File: src/ppv_pkg.sv
// constants and types shared by the prom program/verify controller
`default_nettype none
package ppv_pkg;
    // pin and counter widths
    localparam int ADDR_W = 17;
    localparam int DATA_W = 8;
    localparam int TIMER_W = 21;
    localparam int ATTEMPT_W = 8;
    // address map of the programmed part
    localparam logic [ADDR_W-1:0] USER_TOP_ADDR = 17'h0edff;
    localparam logic [DATA_W-1:0] ERASED_BYTE = 8'hff;
    // clock
    localparam int CLK_PERIOD_NS = 5;
    // pin timing in ns
    localparam int T_SETUP_NS = 2000;
    localparam int T_HOLD_NS = 2000;
    localparam int T_DF_NS = 130;
    localparam int T_OE_NS = 200;
    localparam int T_PW_NS = 200000;
    localparam int T_PW_MIN_NS = 190000;
    localparam int T_PW_MAX_NS = 210000;
    localparam int T_OPW_NS = 600000;
    localparam int T_OPW_MAX_NS = 5250000;
    // least times round up, longest times round down
    localparam int SETUP_CYC = (T_SETUP_NS + CLK_PERIOD_NS - 1) / CLK_PERIOD_NS;
    localparam int HOLD_CYC = (T_HOLD_NS + CLK_PERIOD_NS - 1) / CLK_PERIOD_NS;
    localparam int DF_CYC = (T_DF_NS + CLK_PERIOD_NS - 1) / CLK_PERIOD_NS;
    localparam int OE_CYC = (T_OE_NS + CLK_PERIOD_NS - 1) / CLK_PERIOD_NS;
    localparam int SYNC_CYC = 2;
    localparam int VERIFY_CYC = OE_CYC + SYNC_CYC + 1;
    localparam int PW_CYC = T_PW_NS / CLK_PERIOD_NS;
    localparam int PW_MIN_CYC = (T_PW_MIN_NS + CLK_PERIOD_NS - 1) / CLK_PERIOD_NS;
    localparam int PW_MAX_CYC = T_PW_MAX_NS / CLK_PERIOD_NS;
    localparam int OPW_CYC = T_OPW_NS / CLK_PERIOD_NS;
    localparam int OPW_MAX_CYC = T_OPW_MAX_NS / CLK_PERIOD_NS;
    // bounded retry count before the overwrite pulse
    localparam int RETRY_MAX_DEF = 25;
    // sequencer states, gray along the write path
    typedef enum logic [2:0] {
        ST_IDLE = 3'h0,
        ST_SETUP = 3'h1,
        ST_PULSE = 3'h3,
        ST_HOLD = 3'h2,
        ST_FLOAT = 3'h6,
        ST_VERIFY = 3'h7,
        ST_COMPARE = 3'h5,
        ST_FINISH = 3'h4
    } ppv_state_t;
endpackage
`default_nettype wire

File: src/ppv_prom_programmer.sv
// byte-wide prom programmer: write pulses, verify reads and retry flow
// Overview of operation
// - program one byte per request, never pages
// - repeat short pulses, each followed by verify
// - pulse only addresses within the user area
// - above user area only erased bytes allowed
// - pulse widths 0.19-0.21 ms, overwrite to 5.25 ms (PULSE_CYC is only checked to lie within 1..OPW_MAX_CYC)
`default_nettype none
module ppv_prom_programmer #(
    parameter int PULSE_CYC = ppv_pkg::PW_CYC,
    parameter int OW_PULSE_CYC = ppv_pkg::OPW_CYC,
    parameter int RETRY_MAX = ppv_pkg::RETRY_MAX_DEF
) (
    // clock and reset
    input wire logic i_clk_sys,
    input wire logic i_arst_n,
    // user request
    input wire logic i_start,
    input wire logic i_verify_only,
    input wire logic [ppv_pkg::ADDR_W-1:0] i_addr,
    input wire logic [ppv_pkg::DATA_W-1:0] i_data,
    // user answer
    output logic o_busy,
    output logic o_done,
    output logic o_fail,
    output logic o_range_err,
    output logic [ppv_pkg::DATA_W-1:0] o_read_data,
    // prom pins
    output logic o_chip_sel_n,
    output logic o_out_en_n,
    output logic o_program_strobe_n,
    output logic [ppv_pkg::ADDR_W-1:0] o_prom_address_bus,
    output logic [ppv_pkg::DATA_W-1:0] o_prom_data_bus,
    output logic o_prom_data_oe,
    input wire logic [ppv_pkg::DATA_W-1:0] i_prom_data_bus
);
    localparam int TW = ppv_pkg::TIMER_W;

    // parameter checks
    if (PULSE_CYC < 1 || PULSE_CYC > ppv_pkg::OPW_MAX_CYC) begin : g_bad_pulse
        $error("pulse count out of range");
    end
    if (OW_PULSE_CYC < PULSE_CYC || OW_PULSE_CYC > ppv_pkg::OPW_MAX_CYC) begin : g_bad_ow
        $error("overwrite pulse count out of range");
    end
    if (RETRY_MAX < 1 || RETRY_MAX > 254) begin : g_bad_retry
        $error("retry count out of range");
    end

    ppv_pkg::ppv_state_t state, next_state;
    logic [ppv_pkg::DATA_W-1:0] rd_sync1, rd_sync2;
    logic op_verify, next_op_verify, overwrite, next_overwrite;
    logic [ppv_pkg::ATTEMPT_W-1:0] attempts, next_attempts;
    logic [ppv_pkg::ADDR_W-1:0] next_prom_address_bus;
    logic [ppv_pkg::DATA_W-1:0] next_prom_data_bus, next_read_data;
    logic next_busy, next_done, next_fail, next_range_err;
    logic next_chip_sel_n, next_out_en_n, next_program_strobe_n, next_prom_data_oe;
    logic tmr_zero, tmr_load;
    logic [TW-1:0] tmr_value;

    // read data comes from the part, two flops before use
    always_ff @(posedge i_clk_sys or negedge i_arst_n) begin
        if (!i_arst_n) begin
            rd_sync1 <= '0;
            rd_sync2 <= '0;
        end else begin
            rd_sync1 <= i_prom_data_bus;
            rd_sync2 <= rd_sync1;
        end
    end

    // sequencer next values
    always_comb begin
        next_state = state;
        next_op_verify = op_verify;
        next_overwrite = overwrite;
        next_attempts = attempts;
        next_prom_address_bus = o_prom_address_bus;
        next_prom_data_bus = o_prom_data_bus;
        next_read_data = o_read_data;
        next_fail = o_fail;
        next_range_err = o_range_err;
        next_done = 1'b0;
        case (state)
            ppv_pkg::ST_IDLE: begin
                if (i_start) begin
                    next_prom_address_bus = i_addr;
                    next_prom_data_bus = i_data;
                    next_op_verify = i_verify_only;
                    next_overwrite = 1'b0;
                    next_attempts = '0;
                    next_fail = 1'b0;
                    next_range_err = 1'b0;
                    if (i_verify_only) begin
                        next_state = ppv_pkg::ST_FLOAT;
                    end else if (i_addr > ppv_pkg::USER_TOP_ADDR) begin
                        // erased image above the top needs no pulse
                        next_range_err = (i_data != ppv_pkg::ERASED_BYTE);
                        next_fail = (i_data != ppv_pkg::ERASED_BYTE);
                        next_state = ppv_pkg::ST_FINISH;
                    end else begin
                        next_state = ppv_pkg::ST_SETUP;
                    end
                end
            end
            ppv_pkg::ST_SETUP: begin
                if (tmr_zero) begin
                    next_attempts = attempts + 1'b1;
                    next_state = ppv_pkg::ST_PULSE;
                end
            end
            ppv_pkg::ST_PULSE: begin
                if (tmr_zero) begin
                    next_state = ppv_pkg::ST_HOLD;
                end
            end
            ppv_pkg::ST_HOLD: begin
                if (tmr_zero) begin
                    next_state = ppv_pkg::ST_FLOAT;
                end
            end
            ppv_pkg::ST_FLOAT: begin
                if (tmr_zero) begin
                    next_state = ppv_pkg::ST_VERIFY;
                end
            end
            ppv_pkg::ST_VERIFY: begin
                if (tmr_zero) begin
                    next_read_data = rd_sync2;
                    next_state = ppv_pkg::ST_COMPARE;
                end
            end
            ppv_pkg::ST_COMPARE: begin
                // verify after every pulse decides the next step
                if (o_read_data == o_prom_data_bus || op_verify) begin
                    next_fail = (o_read_data != o_prom_data_bus);
                    next_state = ppv_pkg::ST_FINISH;
                end else if (overwrite) begin
                    next_fail = 1'b1;
                    next_state = ppv_pkg::ST_FINISH;
                end else if (attempts == ppv_pkg::ATTEMPT_W'(RETRY_MAX)) begin
                    next_overwrite = 1'b1;
                    next_state = ppv_pkg::ST_SETUP;
                end else begin
                    next_state = ppv_pkg::ST_SETUP;
                end
            end
            ppv_pkg::ST_FINISH: begin
                next_done = 1'b1;
                next_state = ppv_pkg::ST_IDLE;
            end
            default: begin
                next_state = ppv_pkg::ST_IDLE;
            end
        endcase
    end

    // pin levels follow the next state, only the five legal combinations
    always_comb begin
        next_busy = (next_state != ppv_pkg::ST_IDLE);
        next_chip_sel_n = (next_state == ppv_pkg::ST_IDLE) ||
                          (next_state == ppv_pkg::ST_FINISH);
        next_out_en_n = (next_state != ppv_pkg::ST_VERIFY);
        next_program_strobe_n = (next_state != ppv_pkg::ST_PULSE);
        next_prom_data_oe = (next_state == ppv_pkg::ST_SETUP) ||
                            (next_state == ppv_pkg::ST_PULSE) ||
                            (next_state == ppv_pkg::ST_HOLD);
    end

    // phase length loaded on every state change
    always_comb begin
        tmr_load = (next_state != state);
        case (next_state)
            ppv_pkg::ST_SETUP: tmr_value = TW'(ppv_pkg::SETUP_CYC - 1);
            ppv_pkg::ST_PULSE: tmr_value = next_overwrite ? TW'(OW_PULSE_CYC - 1)
                                                          : TW'(PULSE_CYC - 1);
            ppv_pkg::ST_HOLD: tmr_value = TW'(ppv_pkg::HOLD_CYC - 1);
            ppv_pkg::ST_FLOAT: tmr_value = TW'(ppv_pkg::DF_CYC - 1);
            ppv_pkg::ST_VERIFY: tmr_value = TW'(ppv_pkg::VERIFY_CYC - 1);
            default: tmr_value = '0;
        endcase
    end

    ppv_timer #(
        .WIDTH(TW)
    ) u_timer (
        .i_clk_sys(i_clk_sys),
        .i_arst_n(i_arst_n),
        .i_load(tmr_load),
        .i_value(tmr_value),
        .o_zero(tmr_zero)
    );

    // sequencer and pin registers
    always_ff @(posedge i_clk_sys or negedge i_arst_n) begin
        if (!i_arst_n) begin
            state <= ppv_pkg::ST_IDLE;
            op_verify <= 1'b0;
            overwrite <= 1'b0;
            attempts <= '0;
            o_busy <= 1'b0;
            o_done <= 1'b0;
            o_fail <= 1'b0;
            o_range_err <= 1'b0;
            o_read_data <= '0;
            o_chip_sel_n <= 1'b1;
            o_out_en_n <= 1'b1;
            o_program_strobe_n <= 1'b1;
            o_prom_address_bus <= '0;
            o_prom_data_bus <= '0;
            o_prom_data_oe <= 1'b0;
        end else begin
            state <= next_state;
            op_verify <= next_op_verify;
            overwrite <= next_overwrite;
            attempts <= next_attempts;
            o_busy <= next_busy;
            o_done <= next_done;
            o_fail <= next_fail;
            o_range_err <= next_range_err;
            o_read_data <= next_read_data;
            o_chip_sel_n <= next_chip_sel_n;
            o_out_en_n <= next_out_en_n;
            o_program_strobe_n <= next_program_strobe_n;
            o_prom_address_bus <= next_prom_address_bus;
            o_prom_data_bus <= next_prom_data_bus;
            o_prom_data_oe <= next_prom_data_oe;
        end
    end

    // helper: length of the current strobe low pulse
    logic [TW-1:0] low_cnt;
    always_ff @(posedge i_clk_sys or negedge i_arst_n) begin
        if (!i_arst_n) begin
            low_cnt <= '0;
        end else begin
            low_cnt <= !o_program_strobe_n ? low_cnt + 1'b1 : '0;
        end
    end
endmodule // ppv_prom_programmer
`default_nettype wire

File: src/ppv_timer.sv
// down counter that times each phase of the pin sequence
`default_nettype none
module ppv_timer #(
    parameter int WIDTH = 21
) (
    // clock and reset
    input wire logic i_clk_sys,
    input wire logic i_arst_n,
    // load request and value
    input wire logic i_load,
    input wire logic [WIDTH-1:0] i_value,
    // count reached zero
    output logic o_zero
);
    // width check
    if (WIDTH < 1) begin : g_bad_width
        $error("timer width out of range");
    end

    logic [WIDTH-1:0] count;
    logic [WIDTH-1:0] next_count;

    // load wins, otherwise count down and rest at zero
    always_comb begin
        if (i_load) begin
            next_count = i_value;
        end else if (count != '0) begin
            next_count = count - 1'b1;
        end else begin
            next_count = count;
        end
    end

    // count register
    always_ff @(posedge i_clk_sys or negedge i_arst_n) begin
        if (!i_arst_n) begin
            count <= '0;
        end else begin
            count <= next_count;
        end
    end

    assign o_zero = (count == '0);
endmodule // ppv_timer
`default_nettype wire

File: config.mk
export PLATFORM = sky130hd
export DESIGN_NAME = ppv_prom_programmer
export DESIGN_NICKNAME = d
export VERILOG_FILES = /design/src/ppv_pkg.sv /design/src/ppv_prom_programmer.sv /design/src/ppv_timer.sv
export SDC_FILE = /design/constraint.sdc
export NUM_CORES = 1
export LEC_CHECK = 0
export ABC_CLOCK_PERIOD_IN_PS = 7440
export BUFFER_PORTS_ARGS = -buffer_cell sky130_fd_sc_hd__clkbuf_2
export CORE_MARGIN = 4
export CORE_UTILIZATION = 50
export CTS_CLUSTER_SIZE = 12
export DETAILED_ROUTE_END_ITERATION = 10
export GPL_ROUTABILITY_DRIVEN = 1
export PLACE_DENSITY = 0.74
export SYNTH_ARGS = -nofsm -noshare
export SYNTH_HDL_FRONTEND = slang
export SYNTH_SLANG_ARGS = --single-unit
File: constraint.sdc
create_clock -name i_clk_sys -period 7.44 [get_ports i_clk_sys]
set_clock_uncertainty 0.2 [all_clocks]
set_input_delay 1.488 -clock i_clk_sys [delete_from_list [all_inputs] [get_ports i_clk_sys]]
set_output_delay 1.488 -clock i_clk_sys [all_outputs]
set_load 0.01 [all_outputs]
==> results.cfg <==
[status]
status = finished clean

[global_routing]
pin_count_of_the_biggest_net_entering_global_routing = 92
first_pass_grt_wire_length_mm = 15.0
grt_antenna_before_repair = 0
grt_pass1_vias = 3158
gr-usage-all-layers_pct = 19.0
grt_remaining_overflow = 0

[hold_path]
holdCritStartpoint = rd_sync1[2]
hp-class = reg -> reg

[sta]
transition_time_of_the_tightest_slew_check_pin_ns = 1.10
rsz0062_at_grt = false
timing.final.crit_share_pct = 47.6
setup_violations = 0
slew-limit-headroom_pct = 26.9
timing_hold_violations_final = 0
fmax_mhz = 282
tns_ns = 0
final_critical_path_setup_slack_ns = 3.90
final.min_clock_period_ns = 3.54
final.hold.worst_slack_ns = 0.158
timing.final.max_slew_violations = 0

[logic_synthesis]
netlist.top_cell.by_area = dfrtp_1
syn-instance-count = 399
number_of_enable_flip_flop_cells_after_synthesis = 0
yosys_register_bits = 91
synth_area_per_cell_um2 = 10.2
synthTopCellsByArea = dfrtp_1 54%, nand2_1 8.9%, xnor2_1 4.3%, nor2_1 2.4%, mux2_2 2.2%
yosysWarnings = 0
syn_nets = 439
ys_seq_area_share_pct = 56.3
synthDistinctLibCells = 58
asyncSetResetFlopFracSynth_pct = 100
dominantRegCellSynth = dfrtp_1
netlist_area_um2 = 4050
yosysTopAreaCellShare_pct = 54.3

[clock_tree]
cts_setup_buffers = 0
holdBufCountCts = 0
htree_num_levels = 3
cts_sinks = 91
tritoncts = done
clockRootBuffer = clkbuf_8
cts-resized-gates = 0
cts_buffers = 9
cts-root-to-sink-buffers = 2
clk_latency_ns = 0.37
clk_pin_slew_ns = 0.10

[power]
power_density_nw_per_um2 = 264
p_leak_nw = 2.24
peakVddDrop_mv = 0.178
post-layout-total-power_mw = 1.24

[floorplan]
floorplan.rows = 32
dieArea_um2 = 9610
die_height_um = 98.0
floorplan.core_area_um2 = 7810
floorplan.initialDensity_pct = 51.9
die_w_um = 98.0
ioPinCount = 78

[setup_path]
critical_path.reg2reg.startpoint = u_timer.count[0]
cp_slowest_stage_delay_ns = 0.61
critical_path.top_delay_family = compound AO/OA/AOI/OAI gates
crit_chain = clkbuf_2, or4b_2, a311o_1, o41ai_2, a221oi_2, nand3_2, o32ai_1
worst-endpoint-required_ns = 7.51
worstSetupEndpointType = flip-flop
worst-path-buf-inv = 1
first_element_of_the_critical_path = i_start
crit_path_top_delay_cell = or4b_2
worst-path-max-fanout = 31
cp_data_arrival_time_ns = 3.61
crit_path_start_kind = primary input
critPathKind = in -> reg

[layout]
mostFrequentLayoutCell = nand2_1
share_of_final_layout_standard_cells_stronger_than_drive_strength_1_pct = 25.6
most_frequent_cells_in_the_layout = 96 x nand2_1, 88 x dfrtp_1, 76 x clkbuf_2
fin_util_pct = 60.5
nNetsFinal = 512
insertedDiodeCount = 0
multi_input_gate_area_in_the_final_layout_um2 = 1660
sequential_cell_area_um2 = 2280
filler_cell_count = 672
syn_to_final_growth_pct = 16.5

[detailed_routing]
drt-pass1-iter-count = 4
route.vias.total = 3162
post_detailed_route_wirelength_per_cell_um = 14.9
final_antenna_net_count = 0
vias_per_cell = 5.46
drt_first_iter_violations = 185
detail_route.wirelength_mm = 8.64
drc = 0

[place]
place.port_buffers = 77
pre_cts_slack_ns = 3.50
dp.final_hpwl_mm = 6.05
place.gp.congestion = 0.899

[flow_run]
maxCapViolations = 0
## where the power goes
part | switching, mW | internal (mW) | total [mW] | leakage (nW)
clock network | 0.209 | 0.139 | 0.347 | 0.107
logic | 0.137 | 0.110 | 0.246 | 1.01
registers | 0.0818 | 0.569 | 0.651 | 1.12
total | 0.427 | 0.818 | 1.24 | 2.24
## flip-flops by register name, summed over array words and instances (netlist names)
signal and cells:
o_range_err 1, o_read_data 8, o_busy 1, overwrite 1, state 3, o_chip_sel_n 1
u_timer.count 21, o_program_strobe_n 1, o_prom_data_bus 8, o_prom_address_bus 17, o_fail 1, o_prom_data_oe 1
o_done 1, rd_sync1 8, rd_sync2 8, op_verify 1, o_out_en_n 1, attempts 8
## layout make-up
type	count	share of cell area, %
repair buffers	79	8.53
clock inverters	7	1.88
multi-input cells	281	35.1
flip-flops and latches	91	48.3
clock buffers	9	2.62
inverters	10	0.848
well taps	102	2.70
## worst paths after layout
check                                        end  slack, ns  depth (start not counted)
hold / removal                       rd_sync2[2]       0.16                          0
hold reg to reg                      rd_sync2[2]       0.16                          0
min in group asynchronous  o_prom_address_bus[8]       1.12                          1
max in group asynchronous      u_timer.count[10]       5.23                          1
setup reg to reg                u_timer.count[0]       4.17                          9
setup / recovery               u_timer.count[11]       3.90                          7
## per-stage QoR
stage,instance area (um^2),std cells
after floorplan,4050,399
final,4720,579
after global placement,4510,563
after detailed placement,4510,563
after global routing,4720,579
after CTS,4720,579
## Yosys cell counts, types with 2 or more instances
library cell	count
nand2_1	96
dfrtp_1	88
nor2_1	26
xnor2_1	20
o21ai_0	15
clkbuf_1	12
nand3_1	11
inv_1	9
mux2_2	8
nand4_1	8
a21oi_1	7
nor3_1	7
nor4_1	7
o31ai_1	7
xor2_1	7
a31oi_1	4
buf_2	4
nor2b_1	4
dfstp_2	3
ha_1	3
o21a_1	3
o21ai_1	3
a21o_1	2
a311oi_1	2
and2_1	2
and3_1	2
nor3b_1	2
o211ai_1	2
o21bai_1	2
o22ai_1	2
o31ai_2	2
or4_1	2
or4b_2	2
## kinds of logic (layout without fill, tap and decap cells)
logic type / count (synthesis) / in the layout / synth area share (%)
AND/OR/NAND/NOR: 181 / 181 / 20.8
buffers and inverters: 27 / 105 / 2.87
XOR/XNOR: 27 / 27 / 5.83
flip-flops: 91 / 91 / 56.3
multiplexers: 8 / 8 / 2.22
adder cells (fa/ha/maj): 3 / 3 / 0.926
AO/OA/AOI/OAI: 62 / 62 / 11.0
## per-layer routing
metal	part of all wire (%)	up-vias	GRT usage [%]
met4	1.6	0	5.96
met2	49	71	31.0
met1	46	1555	25.3
li1	-	1523	-
met3	3.8	13	4.43
met5	0	-	0
Note: power is estimated with default switching activity, not from simulation.
